$ cat src/hw/wdcg_regs.svh
`ifndef WDCG_REGS_SVH
`define WDCG_REGS_SVH

// ----------------------------------------
// register map and field layout
// ----------------------------------------
`define WDCG_CTRL_OFFSET 4'h0
`define WDCG_ON_POS 3
`define WDCG_UNLOCK_POS 4
`define WDCG_TSEL_LSB 0
`define WDCG_TSEL_RESET 3'h0
`define WDCG_ON_RESET 1'b0

// ----------------------------------------
// timing counts
// ----------------------------------------
`define WDCG_WINDOW_CYCLES 3'h4
`define WDCG_BASE_PERIOD 22'h004000

`endif

$ cat src/hw/wdcg_pkg.sv
package wdcg_pkg;

	// ----------------------------------------
	// types shared by slave and core
	// ----------------------------------------
	// safety level, one-hot
	typedef enum logic [2:0]
	{
		WDCG_LVL0 = 3'b001,
		WDCG_LVL1 = 3'b010,
		WDCG_LVL2 = 3'b100
	} wdcg_level_t;

	// bus slave handshake state, one-hot
	typedef enum logic [1:0]
	{
		WDCG_BUS_IDLE = 2'b01,
		WDCG_BUS_DONE = 2'b10
	} wdcg_bus_state_t;

	// accepted write to the control register
	typedef struct packed
	{
		logic valid;
		logic [7:0] data;
	} wdcg_wr_t;

endpackage

$ cat src/hw/wdcg_top.sv
// Design decisions made here: the address map and the Avalon-MM register port.
`timescale 1ns/1ns
`include "wdcg_regs.svh"
module wdcg_top
(
	input wire logic clk_in,
	input wire logic arst_n_in,
	input wire logic ce_in,
	input wire logic [3:0] avs_address_in,
	input wire logic avs_read_in,
	input wire logic avs_write_in,
	input wire logic [31:0] avs_writedata_in,
	input wire logic [3:0] avs_byteenable_in,
	output logic [31:0] avs_readdata_out,
	output logic avs_waitrequest_out,
	input wire logic legacy_compat_fuse_in,
	input wire logic always_on_fuse_in,
	output logic wd_enable_out,
	output logic [2:0] timeout_sel_out,
	output logic [21:0] timeout_period_out,
	output wdcg_pkg::wdcg_level_t safety_level_out
);
	import wdcg_pkg::*;

	// ----------------------------------------
	// helpers
	// ----------------------------------------
	// period in watchdog oscillator cycles for a select code
	function automatic logic [21:0] period_of(input logic [2:0] sel);
		period_of = `WDCG_BASE_PERIOD << sel;
	endfunction

	// level from settled fuse values
	function automatic wdcg_level_t level_of(input logic aon, input logic compat);
		if (aon)
			level_of = WDCG_LVL2;
		else if (compat)
			level_of = WDCG_LVL0;
		else
			level_of = WDCG_LVL1;
	endfunction

	// ----------------------------------------
	// state
	// ----------------------------------------
	logic [2:0] compat_sync; // fuse synchroniser, [0] first stage
	logic [2:0] aon_sync; // fuse synchroniser, [0] first stage
	wdcg_level_t level; // settled safety level
	logic wd_on; // software enable bit
	logic [2:0] tsel; // current time-out select
	logic [2:0] win_cnt; // unlock window cycles left
	logic next_on;
	logic [2:0] next_tsel;
	logic [2:0] next_cnt;
	wdcg_wr_t wr; // accepted write from the bus

	// ----------------------------------------
	// bus slave
	// ----------------------------------------
	wire [7:0] rd_value; // read image of the control register

	wdcg_avs_slave i_wdcg_avs_slave
	(
		.clk_in(clk_in),
		.arst_n_in(arst_n_in),
		.ce_in(ce_in),
		.avs_address_in(avs_address_in),
		.avs_read_in(avs_read_in),
		.avs_write_in(avs_write_in),
		.avs_writedata_in(avs_writedata_in),
		.avs_byteenable_in(avs_byteenable_in),
		.rd_value_in(rd_value),
		.avs_readdata_out(avs_readdata_out),
		.avs_waitrequest_out(avs_waitrequest_out),
		.wr_out(wr)
	);

	// ----------------------------------------
	// fuse synchronisers
	// ----------------------------------------
	// fuses are static, but still come from outside the clock domain
	always_ff @(posedge clk_in or negedge arst_n_in)
	begin
		if (!arst_n_in)
		begin
			compat_sync <= 3'h0;
			aon_sync <= 3'h0;
		end
		else if (ce_in)
		begin
			compat_sync <= {compat_sync[1:0], legacy_compat_fuse_in};
			aon_sync <= {aon_sync[1:0], always_on_fuse_in};
		end
	end

	// a change counts only when second and third stage agree
	wire fuses_settled = (compat_sync[1] == compat_sync[2]) && (aon_sync[1] == aon_sync[2]);

	// level register, starts at level 1 until the fuses are seen
	always_ff @(posedge clk_in or negedge arst_n_in)
	begin
		if (!arst_n_in)
			level <= WDCG_LVL1;
		else if (ce_in && fuses_settled)
			level <= level_of(aon_sync[2], compat_sync[2]);
	end

	// ----------------------------------------
	// write decode
	// ----------------------------------------
	wire wr_acc = wr.valid; // already gated by clock enable
	wire d_on = wr.data[`WDCG_ON_POS];
	wire d_unl = wr.data[`WDCG_UNLOCK_POS];
	wire [2:0] d_tsel = wr.data[`WDCG_TSEL_LSB +: 3];
	wire win_open = (win_cnt != 3'h0);
	wire is_l0 = (level == WDCG_LVL0);
	wire is_l2 = (level == WDCG_LVL2);
	// opening write: unlock and on written together
	wire opening = wr_acc & d_unl & d_on;
	// confirming write: unlock clear while the window is open
	wire confirm = wr_acc & ~d_unl & win_open;
	// at level 2 the on bit always reads one
	assign rd_value = {3'h0, win_open, wd_on | is_l2, tsel};

	// ----------------------------------------
	// next configuration
	// ----------------------------------------
	always_comb
	begin
		next_on = wd_on;
		next_tsel = tsel;
		// window runs down by itself
		next_cnt = win_open ? (win_cnt - 3'h1) : 3'h0;
		if (opening)
		begin
			// start window; writing one to on also enables
			next_cnt = `WDCG_WINDOW_CYCLES;
			if (!is_l2)
				next_on = 1'b1;
			// level 0 takes the select bits on any write
			if (is_l0)
				next_tsel = d_tsel;
		end
		else if (confirm)
		begin
			// second step applied, window closes
			next_cnt = 3'h0;
			next_tsel = d_tsel;
			// level 2 ignores the written on value
			if (!is_l2)
				next_on = d_on;
		end
		else if (wr_acc)
		begin
			// plain write: enabling is never restricted
			if (d_on)
				next_on = 1'b1;
			// locked levels keep the select, zero never disables
			if (is_l0)
				next_tsel = d_tsel;
		end
	end

	// ----------------------------------------
	// configuration registers and outputs
	// ----------------------------------------
	// select and on outputs load from next values; safety_level_out and the level 2 term of wd_enable_out lag the level register by one cycle
	always_ff @(posedge clk_in or negedge arst_n_in)
	begin
		if (!arst_n_in)
		begin
			wd_on <= `WDCG_ON_RESET;
			tsel <= `WDCG_TSEL_RESET;
			win_cnt <= 3'h0;
			wd_enable_out <= 1'b0;
			timeout_sel_out <= `WDCG_TSEL_RESET;
			timeout_period_out <= `WDCG_BASE_PERIOD;
			safety_level_out <= WDCG_LVL1;
		end
		else if (ce_in)
		begin
			wd_on <= next_on;
			tsel <= next_tsel;
			win_cnt <= next_cnt;
			wd_enable_out <= next_on | is_l2;
			timeout_sel_out <= next_tsel;
			timeout_period_out <= period_of(next_tsel);
			safety_level_out <= level;
		end
	end
endmodule

$ cat src/hw/wdcg_avs_slave.sv
`timescale 1ns/1ns
`include "wdcg_regs.svh"
module wdcg_avs_slave
(
	input wire logic clk_in,
	input wire logic arst_n_in,
	input wire logic ce_in,
	input wire logic [3:0] avs_address_in,
	input wire logic avs_read_in,
	input wire logic avs_write_in,
	input wire logic [31:0] avs_writedata_in,
	input wire logic [3:0] avs_byteenable_in,
	input wire logic [7:0] rd_value_in,
	output logic [31:0] avs_readdata_out,
	output logic avs_waitrequest_out,
	output wdcg_pkg::wdcg_wr_t wr_out
);
	import wdcg_pkg::*;

	// ----------------------------------------
	// decode
	// ----------------------------------------
	wdcg_bus_state_t state; // handshake phase
	wire hit = (avs_address_in == `WDCG_CTRL_OFFSET); // only one mapped word
	wire req = avs_read_in | avs_write_in; // any request pending
	wire [31:0] rd_word = (hit && avs_read_in) ? {24'h000000, rd_value_in} : 32'h00000000;

	// write takes effect only at the edge where waitrequest is seen low
	// one driver for the whole struct: valid in the top bit, data below
	assign wr_out = {ce_in & avs_write_in & ~avs_waitrequest_out & hit & avs_byteenable_in[0],
		avs_writedata_in[7:0]};

	// ----------------------------------------
	// fixed two-cycle answer
	// ----------------------------------------
	// every access costs two cycles, so two writes land at least two edges
	// apart, well inside the unlock window
	always_ff @(posedge clk_in or negedge arst_n_in)
	begin
		if (!arst_n_in)
		begin
			state <= WDCG_BUS_IDLE;
			avs_waitrequest_out <= 1'b1;
			avs_readdata_out <= 32'h00000000;
		end
		else if (ce_in)
		begin
			case (state)
				WDCG_BUS_IDLE:
				begin
					// request seen: answer next cycle
					if (req)
					begin
						state <= WDCG_BUS_DONE;
						avs_waitrequest_out <= 1'b0;
						avs_readdata_out <= rd_word;
					end
				end
				WDCG_BUS_DONE:
				begin
					// accept edge done, back to waiting
					state <= WDCG_BUS_IDLE;
					avs_waitrequest_out <= 1'b1;
				end
				default:
				begin
					state <= WDCG_BUS_IDLE;
					avs_waitrequest_out <= 1'b1;
				end
			endcase
		end
	end

endmodule

$ cat config.mk
export PLATFORM = sky130hd
export DESIGN_NAME = wdcg_top
export DESIGN_NICKNAME = d
export VERILOG_FILES = /design/src/hw/wdcg_pkg.sv /design/src/hw/wdcg_top.sv /design/src/hw/wdcg_avs_slave.sv
export VERILOG_INCLUDE_DIRS = /design/src /design/src/hw
export SDC_FILE = /design/constraint.sdc
export NUM_CORES = 1
export LEC_CHECK = 0
export ABC_AREA = 1
export ABC_CLOCK_PERIOD_IN_PS = 2800
export BUFFER_PORTS_ARGS = -buffer_cell sky130_fd_sc_hd__buf_2
export CORE_ASPECT_RATIO = 2
export CORE_MARGIN = 2
export CORE_UTILIZATION = 48
export CTS_CLUSTER_SIZE = 30
export DETAILED_ROUTE_END_ITERATION = 7
export PLACE_DENSITY = 0.86
export REMOVE_ABC_BUFFERS = 1
export SYNTH_ARGS = -nofsm -noshare
export SYNTH_HDL_FRONTEND = slang
export SYNTH_SLANG_ARGS = --single-unit
$ cat constraint.sdc
create_clock -name clk_in -period 2.8 [get_ports clk_in]
set_input_delay 0.14 -clock clk_in [delete_from_list [all_inputs] [get_ports clk_in]]
set_output_delay 0.14 -clock clk_in [all_outputs]
set_load 0.01 [all_outputs]
== Word-level counts from Yosys, hierarchy flattened ==
Index checks and enable logic that the tools add are counted.

* Add/sub/neg operators: 1
* Eq/ne operators: 6
* Shift-type cells: 1
* Mux-type cells: 20
* Bitwise logic cells: 13
* Reduce and logical (&&, ||, !) cells: 7

{| class="wikitable"
|+ Operators with widths
! kind !! count
|-
| 3-bit two-way mux || 8
|-
| 15-bit by 3-bit left shift with 22-bit output, first input constant || 1
|-
| 1-bit bitwise AND || 8
|-
| 1-bit two-way mux || 8
|-
| 2-bit two-way mux || 3
|-
| 5-bit two-way mux || 1
|-
| 4-bit logical NOT || 1
|-
| 3-bit by 1-bit equality test with 1-bit output, second input constant || 1
|-
| 3-bit equality test, second input constant || 1
|-
| 1-bit logical AND || 3
|-
| 1-bit OR || 3
|-
| 3-bit AND reduction || 1
|-
| 3-bit nonzero test || 1
|-
| 3-bit by 1-bit subtractor with 3-bit output, second input constant || 1
|-
| 1-bit equality test || 2
|-
| 2-bit by 1-bit equality test with 1-bit output, second input constant || 1
|-
| 2-bit by 1-bit inequality test with 1-bit output, second input constant || 1
|-
| 1-bit NOT || 2
|-
| 2-bit AND reduction || 1
|}

* Register bits after elaboration: 77
* Input port bits: 47
* Output and inout bits: 62
* Word-level logic and storage cells: 60

== Longest topological paths before layout ==
Gate-level depths: netlist of the first run.

* Depth after elaboration: 9
* Mapped depth: 11
* Gate-level depth less buffers: 10

== By module ==
From an unflattened synthesis of the first run, not the netlist that was laid out.

* Cells, all modules: 269
* Area total of the unflattened synthesis: 2178.3 sq um

{| class="wikitable"
|+ By module, submodules not included
! module !! times used !! cells an instance !! area each (sq um) !! seq. area each (sq um)
|-
| wdcg_top || 1 || 186 || 1488.9 || 704.4
|-
| wdcg_avs_slave || 1 || 83 || 689.4 || 251.5
|}

== Worst setup path before layout of the first run ==
Ideal clock, no wire load.

* Path kind: reg-to-reg
* Start: register, netlist name i_wdcg_avs_slave.state[0]
* End: register timeout_period_out[18]
* Library setup time: 116 ps
* Arrival time: 1255 ps
* Data required time: 2684 ps
* Setup slack: 1428 ps
* Cell stages (with the launch flop): 11
* Path buffers: 1
* Period minus slack after synthesis: 1372 ps
* Cells stage by stage: dfstp_2 nor2_1 nand2_1 nor2_2 buf_6 nand3_1 nand2_1 nor2_1 nor2_4 nand2_1 nand2_1

{| class="wikitable"
|+ RTL lines
! element !! RTL line !! RTL
|-
| end signal, assigned || wdcg_top.sv:177 || <nowiki>timeout_period_out <= `WDCG_BASE_PERIOD;</nowiki>
|-
| end signal, assigned || wdcg_top.sv:187 || <nowiki>timeout_period_out <= period_of(next_tsel);</nowiki>
|-
| end, declared || wdcg_top.sv:20 || <nowiki>output logic [21:0] timeout_period_out,</nowiki>
|}

==> results of run 1 <==
cells in the final DEF (no fill, tap or decap), drive strengths merged, types with 2 or more instances in the layout:
cell type / n
buf: 37
dfstp: 4
o21ai: 21
nor2: 20
dfrtp: 31
conb: 41
xor2: 2
nand4: 5
a21oi: 3
inv: 23
nand2: 75
nand3: 15
clkbuf: 8
kinds of logic (layout without fill, tap and decap cells):
logic type / count (synthesis) / in the layout
compound gates: 28 / 28
xor+xnor: 2 / 2
buf+inv: 68 / 69
flops: 35 / 35
other cells: 1 / 41
simple gates: 117 / 117
synthesized netlist by cell type:
library cell,instances
a21oi_1,2
buf_6,1
conb_1,1
dfstp_2,4
a211oi_1,1
buf_4,41
a21oi_2,1
o211ai_1,1
nand4_1,5
nor2_4,1
xor2_1,2
nor2_1,14
nor3_1,1
nand2_2,1
or2_2,1
o22ai_1,1
dfrtp_1,31
nor2_2,5
nand3_2,2
nand3_1,13
clkbuf_1,3
inv_1,22
o21ai_0,21
nand2_1,74
o21a_1,1
inv_2,1
per-layer routing:
metal  global-route usage  vias to the layer above  part of all wire
met5                    0                        -                 0
met2                0.312                       73              0.53
met1                0.170                      731              0.37
met4               0.0926                        0             0.029
li1                     -                      785                 -
met3               0.0285                       10             0.068
cell type report:
class                           instances  area (um^2)  share of cell area
Tap cell                               52         65.1              0.0301
Inverter                               23         86.3              0.0400
Sequential cell                        35          881               0.408
Timing Repair Buffer                   38          195              0.0904
Multi-Input combinational cell        188          831               0.385
Clock buffer                            8          100              0.0464
metrics by stage:
| stage | total power [uW] | setup slack (ns) | std cells | hold slack [ns] | util |
|---|---|---|---|---|---|
| after floorplan | 894 | 1.43 | 246 | -0.156 | - |
| after global placement | 1000 | 1.18 | 335 | 0.243 | 0.506 |
| after detailed placement | 1010 | 1.17 | 335 | 0.261 | 0.506 |
| after CTS | 1420 | 1.24 | 344 | 0.0538 | 0.533 |
| after global routing | 1500 | 0.994 | 344 | 0.0813 | 0.533 |
| final | 1400 | 1.22 | 344 | 0.0583 | 0.533 |
sequential cells by signal, indices dropped and copies added, names as in the netlist:
| register | flops |
|---|---|
| timeout_period_out | 8 |
| i_wdcg_avs_slave.avs_readdata_out | 5 |
| aon_sync | 3 |
| compat_sync | 3 |
| level | 3 |
| safety_level_out | 3 |
| tsel | 3 |
| win_cnt | 3 |
| i_wdcg_avs_slave.state | 2 |
| wd_enable_out | 1 |
| wd_on | 1 |
final timing paths:
check | start | to | slack [ns]
min in group asynchronous | arst_n_in | i_wdcg_avs_slave.avs_readdata_out[0] | 0.45
worst max-delay path | i_wdcg_avs_slave.state[0] | timeout_period_out[17] | 1.22
worst max register to register | i_wdcg_avs_slave.state[0] | timeout_period_out[17] | 1.22
max in group asynchronous | arst_n_in | aon_sync[1] | 1.86
worst min-delay path | legacy_compat_fuse_in | compat_sync[0] | 0.06
worst min register to register | timeout_period_out[14] | timeout_period_out[14] | 0.47
power groups by stage:
stage | Combinational [uW] | Sequential [uW] | Clock [uW]
4_1_cts | 351 | 656 | 414
2_1_floorplan | 221 | 673 | 0
5_1_grt | 398 | 667 | 438
3_5_place_dp | 348 | 665 | 0
3_3_place_gp | 341 | 661 | 0
6_report | 349 | 656 | 400
worst reg2reg max path, stage by stage (launching register included):
cell,delay (ns)
dfstp_2,0.38
nor2_1,0.10
nand2_1,0.07
nor2_2,0.34
nand2_1,0.18
nor2_1,0.12
nor2_1,0.07
nor2_1,0.13
nand2_1,0.07
nand2_1,0.07
timing repair:
| item | in CTS | in global routing |
|---|---|---|
| hold buffers | 1 | 0 |
| endpoints found under the hold margin | 31 | 0 |
| resized for setup | 0 | 0 |
==> qor.yml, run 1 <==
die-area_um2: 4680
final.setup.tns_ns: 0
pwr-share-seq: 0.467
ir_drop_uv: 392
synthXorXnorAreaFrac: 0.00886
postCtsSetupBuffers: 0
start_kind: "flip-flop"
wirelength_mm: 3.60
reg2reg_depth: 9
clockBufferDepth: 2
critPathArrivalTime_ns: 1.80
clk_latency_ns: 0.28
nNetsFinal: 338
cts_tree: "built"
crit_chain: "nor2_1 -> nand2_1 -> nor2_2 -> nand2_1 -> nor2_1 -> nor2_1 -> nor2_1 -> nand2_1 -> nand2_1"
min_path_type: "in -> reg"
end_kind: "flip-flop"
leakagePower_uw: 0.00123
rsz0062_at_grt: "false"
combPwrFrac: 0.248
cts.sink_count: 35
grt.overflow.total: 0
setup_viol: 0
grt_pass1_vias: 1455
final_hold_viol_count: 0
post_drt_wl_per_cell_um: 10.5
fin_area_um2: 2160
start_util: 0.489
vias: 1599
seq_area_frac_synth: 0.445
cp.depth: 9
min_path_cells: 3
track_usage: 0.166
die_x_um: 49.4
clk_pin_slew_ns: 0.07
io_pins: 109
clkPwrFrac: 0.285
grt_max_degree: 36
ant_nets: 0
synth_area_um2: 1980
cp_max_fo: 11
status: "completed"
layout-drive-gt1-share: 0.205
synth_top_area_share: 0.392
worstMarginPinSlew_ns: 0.750
crit_path_top_delay_cell: "dfstp_2"
synth_cell_type_count: 26
synthTopCellsByArea: "dfrtp_1 (39%), buf_4 (16%), nand2_1 (14%)"
placed_cell_area_um2: 2050
hpwl_mm: 2.77
crit_type: "reg -> reg"
num_antenna_cells: 0
swShare: 0.334
grt_antenna_before_repair: 0
post-route-period-util: 0.564
cts_root_buf: "clkbuf_8"
required_ns: 3.02
p_sw_uw: 469
synth.largest_area_cell: "dfrtp_1"
detail_route.iter0.violations: 31
max_freq_mhz: 633
muxShareOfSynthArea: 0
synthCells: 251
synthAdderAreaFrac: 0
timing.critical_path.buf_inv: 0
fillCellCount: 389
power_density_nw_per_um2: 651
yosys.area_share.simple: 0.256
gp_congestion: 0.844
slowest_delay_ns: 0.38
grt_first_pass_wirelength_mm: 6.13
internal_power_uw: 936
min_period_ns: 1.58
yosys_register_bits: 35
drc: 0
slew_viol_final: 0
portBuffers: 37
critPathTopFamily: "simple AND/OR/NAND/NOR gates"
synth_top_family_by_area: "simple AND/OR/NAND/NOR gates"
synth-compound-area-share: 0.0772
die_h_um: 94.8
num_rows: 33
area_delta_synth_final_pct: 9.11
synth.avg_cell_area_um2: 7.88
core_um2: 4050
relSlewSlack: 0.500
routed_via_density: 4.65
h-tree-depth: 2
fin_skew_ns: 0.00334
cap_violations: 0
drt_pass1_iterations: 4
yosys_warnings: 0
numCtsBuffers: 5
(Power assumes the default switching activity.)
==> run 2, diff against run 1 <==
--- a/config.mk
+++ b/config.mk
@@ -6,15 +6,15 @@
 export SDC_FILE = /design/constraint.sdc
 export NUM_CORES = 1
 export LEC_CHECK = 0
-export ABC_AREA = 1
-export ABC_CLOCK_PERIOD_IN_PS = 2800
+export ABC_AREA = 0
+export ABC_CLOCK_PERIOD_IN_PS = 1500
 export BUFFER_PORTS_ARGS = -buffer_cell sky130_fd_sc_hd__buf_2
 export CORE_ASPECT_RATIO = 2
 export CORE_MARGIN = 2
-export CORE_UTILIZATION = 48
+export CORE_UTILIZATION = 45
 export CTS_CLUSTER_SIZE = 30
 export DETAILED_ROUTE_END_ITERATION = 7
-export PLACE_DENSITY = 0.86
+export PLACE_DENSITY = 0.81
 export REMOVE_ABC_BUFFERS = 1
 export SYNTH_ARGS = -nofsm -noshare
 export SYNTH_HDL_FRONTEND = slang
==> constraint.sdc (replaced) <==
create_clock -name clk_in -period 1.5 [get_ports clk_in]
set_input_delay 0.075 -clock clk_in [delete_from_list [all_inputs] [get_ports clk_in]]
set_output_delay 0.075 -clock clk_in [all_outputs]
set_load 0.01 [all_outputs]
==> qor.yml, run 2 <==
start_util: 0.464  # -0.0247
wirelength_mm: 4.33  # +20%
synthCells: 197  # -22%
synth.avg_cell_area_um2: 10.1  # +28%
regMostFlops: "timeout_period_out"
final_common_cell: "conb_1"
mostFrequentLayoutCells: "conb_1 (41), buf_2 (37), dfrtp_1 (31)"
setup_ws_ns: -0.0152  # -1.24 ns
required_ns: 1.72  # -1.30 ns
cp_max_fo: 3  # -8
grt_antenna_before_repair: 0  # unchanged
ir_drop_uv: 847  # +120%
ys_top_cells_by_count: "buf_4 (41), dfrtp_1 (31), o211ai_1 (14)"
cts_tree: "built"
slowest_delay_ns: 0.50  # +0.12 ns
routed_via_density: 5.14  # +11%
grt_max_degree: 36  # unchanged
ant_nets: 0  # unchanged
slew_viol_final: 0  # unchanged
cts.sink_count: 35  # unchanged
track_usage: 0.182  # +0.0154
numCtsBuffers: 5  # unchanged
core_um2: 4300  # +6.2%
grt_first_pass_wirelength_mm: 6.80  # +11%
leakagePower_uw: 0.00116  # -5.1%
detail_route.iter0.violations: 13  # -58%
largest_register_ffs: 8  # unchanged
clk_pin_slew_ns: 0.07  # about the same
portBuffers: 37  # unchanged
synth.largest_area_cell: "dfrtp_1"
cap_violations: 0  # unchanged
min_period_ns: 1.52  # -0.0635 ns
layout.area.seq_um2: 881  # unchanged
post-route-period-util: 1.01  # +0.446
num_rows: 34  # +3.0%
num_antenna_cells: 0  # unchanged
drt_pass1_iterations: 4  # unchanged
power_density_nw_per_um2: 1330  # +100%
nNetsFinal: 298  # -12%
hold_ws_ns: 0.0137  # -0.0446 ns
setup_viol: 2  # +2
synth_area_um2: 1990  # +0.82%
h-tree-depth: 2  # unchanged
multi_input_area_um2: 952  # +15%
drc: 0  # unchanged
gp_congestion: 0.835  # -1.1%
final_hold_viol_count: 0  # unchanged
final.setup.tns_ns: -0.0205  # -0.0205 ns
start_kind: "flip-flop"
max_freq_mhz: 660  # +4.2%
crit_type: "reg -> reg"
grt.overflow.total: 0  # unchanged
hpwl_mm: 3.25  # +17%
io_pins: 109  # unchanged
synthArstFlopShare: 1.00  # unchanged
die-area_um2: 5010  # +7.1%
die_x_um: 51.1  # +3.4%
cts_root_buf: "clkbuf_8"
rsz0062_at_grt: "true"
synthTopCellsByArea: "dfrtp_1 (39%), buf_4 (15%), mux2_2 (5.6%)"
finish.utilization: 0.562  # +0.0286
crit_chain: "inv_2 -> o32a_1 -> or4_4 -> o211ai_1"
yosys_register_bits: 35  # unchanged
critPathArrivalTime_ns: 1.74  # -0.06 ns
synth_flop_cell: "dfrtp_1"
status: "complete, but fails checks"
min_path_type: "in -> reg"
synth_top_area_share: 0.389  # -0.00320
end_kind: "flip-flop"
violations: "setup timing"
seq_area_frac_synth: 0.442  # -0.00363
clk_latency_ns: 0.30  # +0.02 ns
synth_cell_type_count: 43  # +65%
clockBufferDepth: 2  # unchanged
dp_slack_ns: -0.0903  # -1.26 ns
reg_top3: "timeout_period_out (8), i_wdcg_avs_slave.avs_readdata_out (5)"
grt_pass1_vias: 1563  # +7.4%
crit_path_top_delay_cell: "or4_4"
final_cells: 306  # -11%
synth.most_common_cell: "buf_4"
vias: 1574  # -1.6%
layout-drive-gt1-share: 0.357  # +0.152
fin_skew_ns: 0.00801  # +0.00467 ns
die_h_um: 98.2  # +3.6%
post_drt_wl_per_cell_um: 14.2  # +35%
place_inst: 295  # -12%
fillCellCount: 376  # -3.3%
synth_edf_count: 0  # unchanged
area_delta_synth_final_pct: 21.1
yosys_warnings: 0  # unchanged
==> run 2: cell types whose count changed in the layout (fill, tap and decap cells not counted), moves of 10 or more <==
cell	delta
nand2_1	-71
o211ai_1	+13
o21ai_0	-10
buf_4	+14
nand3_1	-12
mux2_2	+10
inv_1	-16
==> run 2: what timing repair did <==
item,in CTS,in global routing
gates resized for setup,1,12
endpoints found under the setup margin,7,14
hold endpoints to repair,14,0
pin swaps,0,5
buffers inserted,1,1
hold buffers,1,0
==> run 2: metal layers <==
layer | vias up | track usage | wire length [um]
met4 | 0 | 0.119 | 139
met2 | 67 | 0.353 | 2560
met5 | - | 0 | 0
met1 | 766 | 0.156 | 1400
li1 | 729 | - | -
met3 | 12 | 0.0321 | 231
==> run 2: path summary, 6_finish.rpt <==
check	from	end	slack, ns	depth (start not counted)
setup / recovery	level[0]	timeout_period_out[14]	-0.02	4
hold / removal	always_on_fuse_in	aon_sync[0]	0.01	2
setup reg to reg	level[0]	timeout_period_out[14]	-0.02	4
hold reg to reg	compat_sync[2]	level[1]	0.50	1
max in group asynchronous	arst_n_in	safety_level_out[1]	0.73	3
min in group asynchronous	arst_n_in	i_wdcg_avs_slave.state[1]	0.24	2
==> run 2: logic make-up after synthesis <==
kind of cell    share of synthesized area
mux                                0.0565
buf+inv                             0.185
other cells                       0.00188
flops                               0.442
simple gates                        0.129
compound gates                      0.182
xor+xnor                          0.00439
==> run 2: critical path: cells and delay by family, from the launching register on <==
family,cells,cell delay [ns]
AOI/OAI and AO/OA,2,0.52
and+or+nand+nor,1,0.50
DFF,1,0.37
buffers and inverters,1,0.06
==> run 2: through the flow <==
stage	cell area (um^2)	power, uW
after floorplan	1800	1720
after global placement	2190	2070
after detailed placement	2190	2110
after CTS	2350	3170
after global routing	2410	3370
final	2410	3200
==> run 2: area by class of cell <==
type / count / share of cell area
multi-input combinational: 147 / 0.394
sequential: 35 / 0.365
timing repair buffer: 55 / 0.146
clock buffer: 5 / 0.0285
clock inverter: 3 / 0.0280
tap: 54 / 0.0280
inverter: 7 / 0.0109
==> run 2: where the power goes <==
| part | internal, uW | leakage [uW] | total [uW] | switching (uW) |
|---|---|---|---|---|
| combinational | 428 | 0.000650 | 936 | 509 |
| clock | 663 | 0.0000644 | 1020 | 353 |
| sequential | 1130 | 0.000449 | 1250 | 119 |
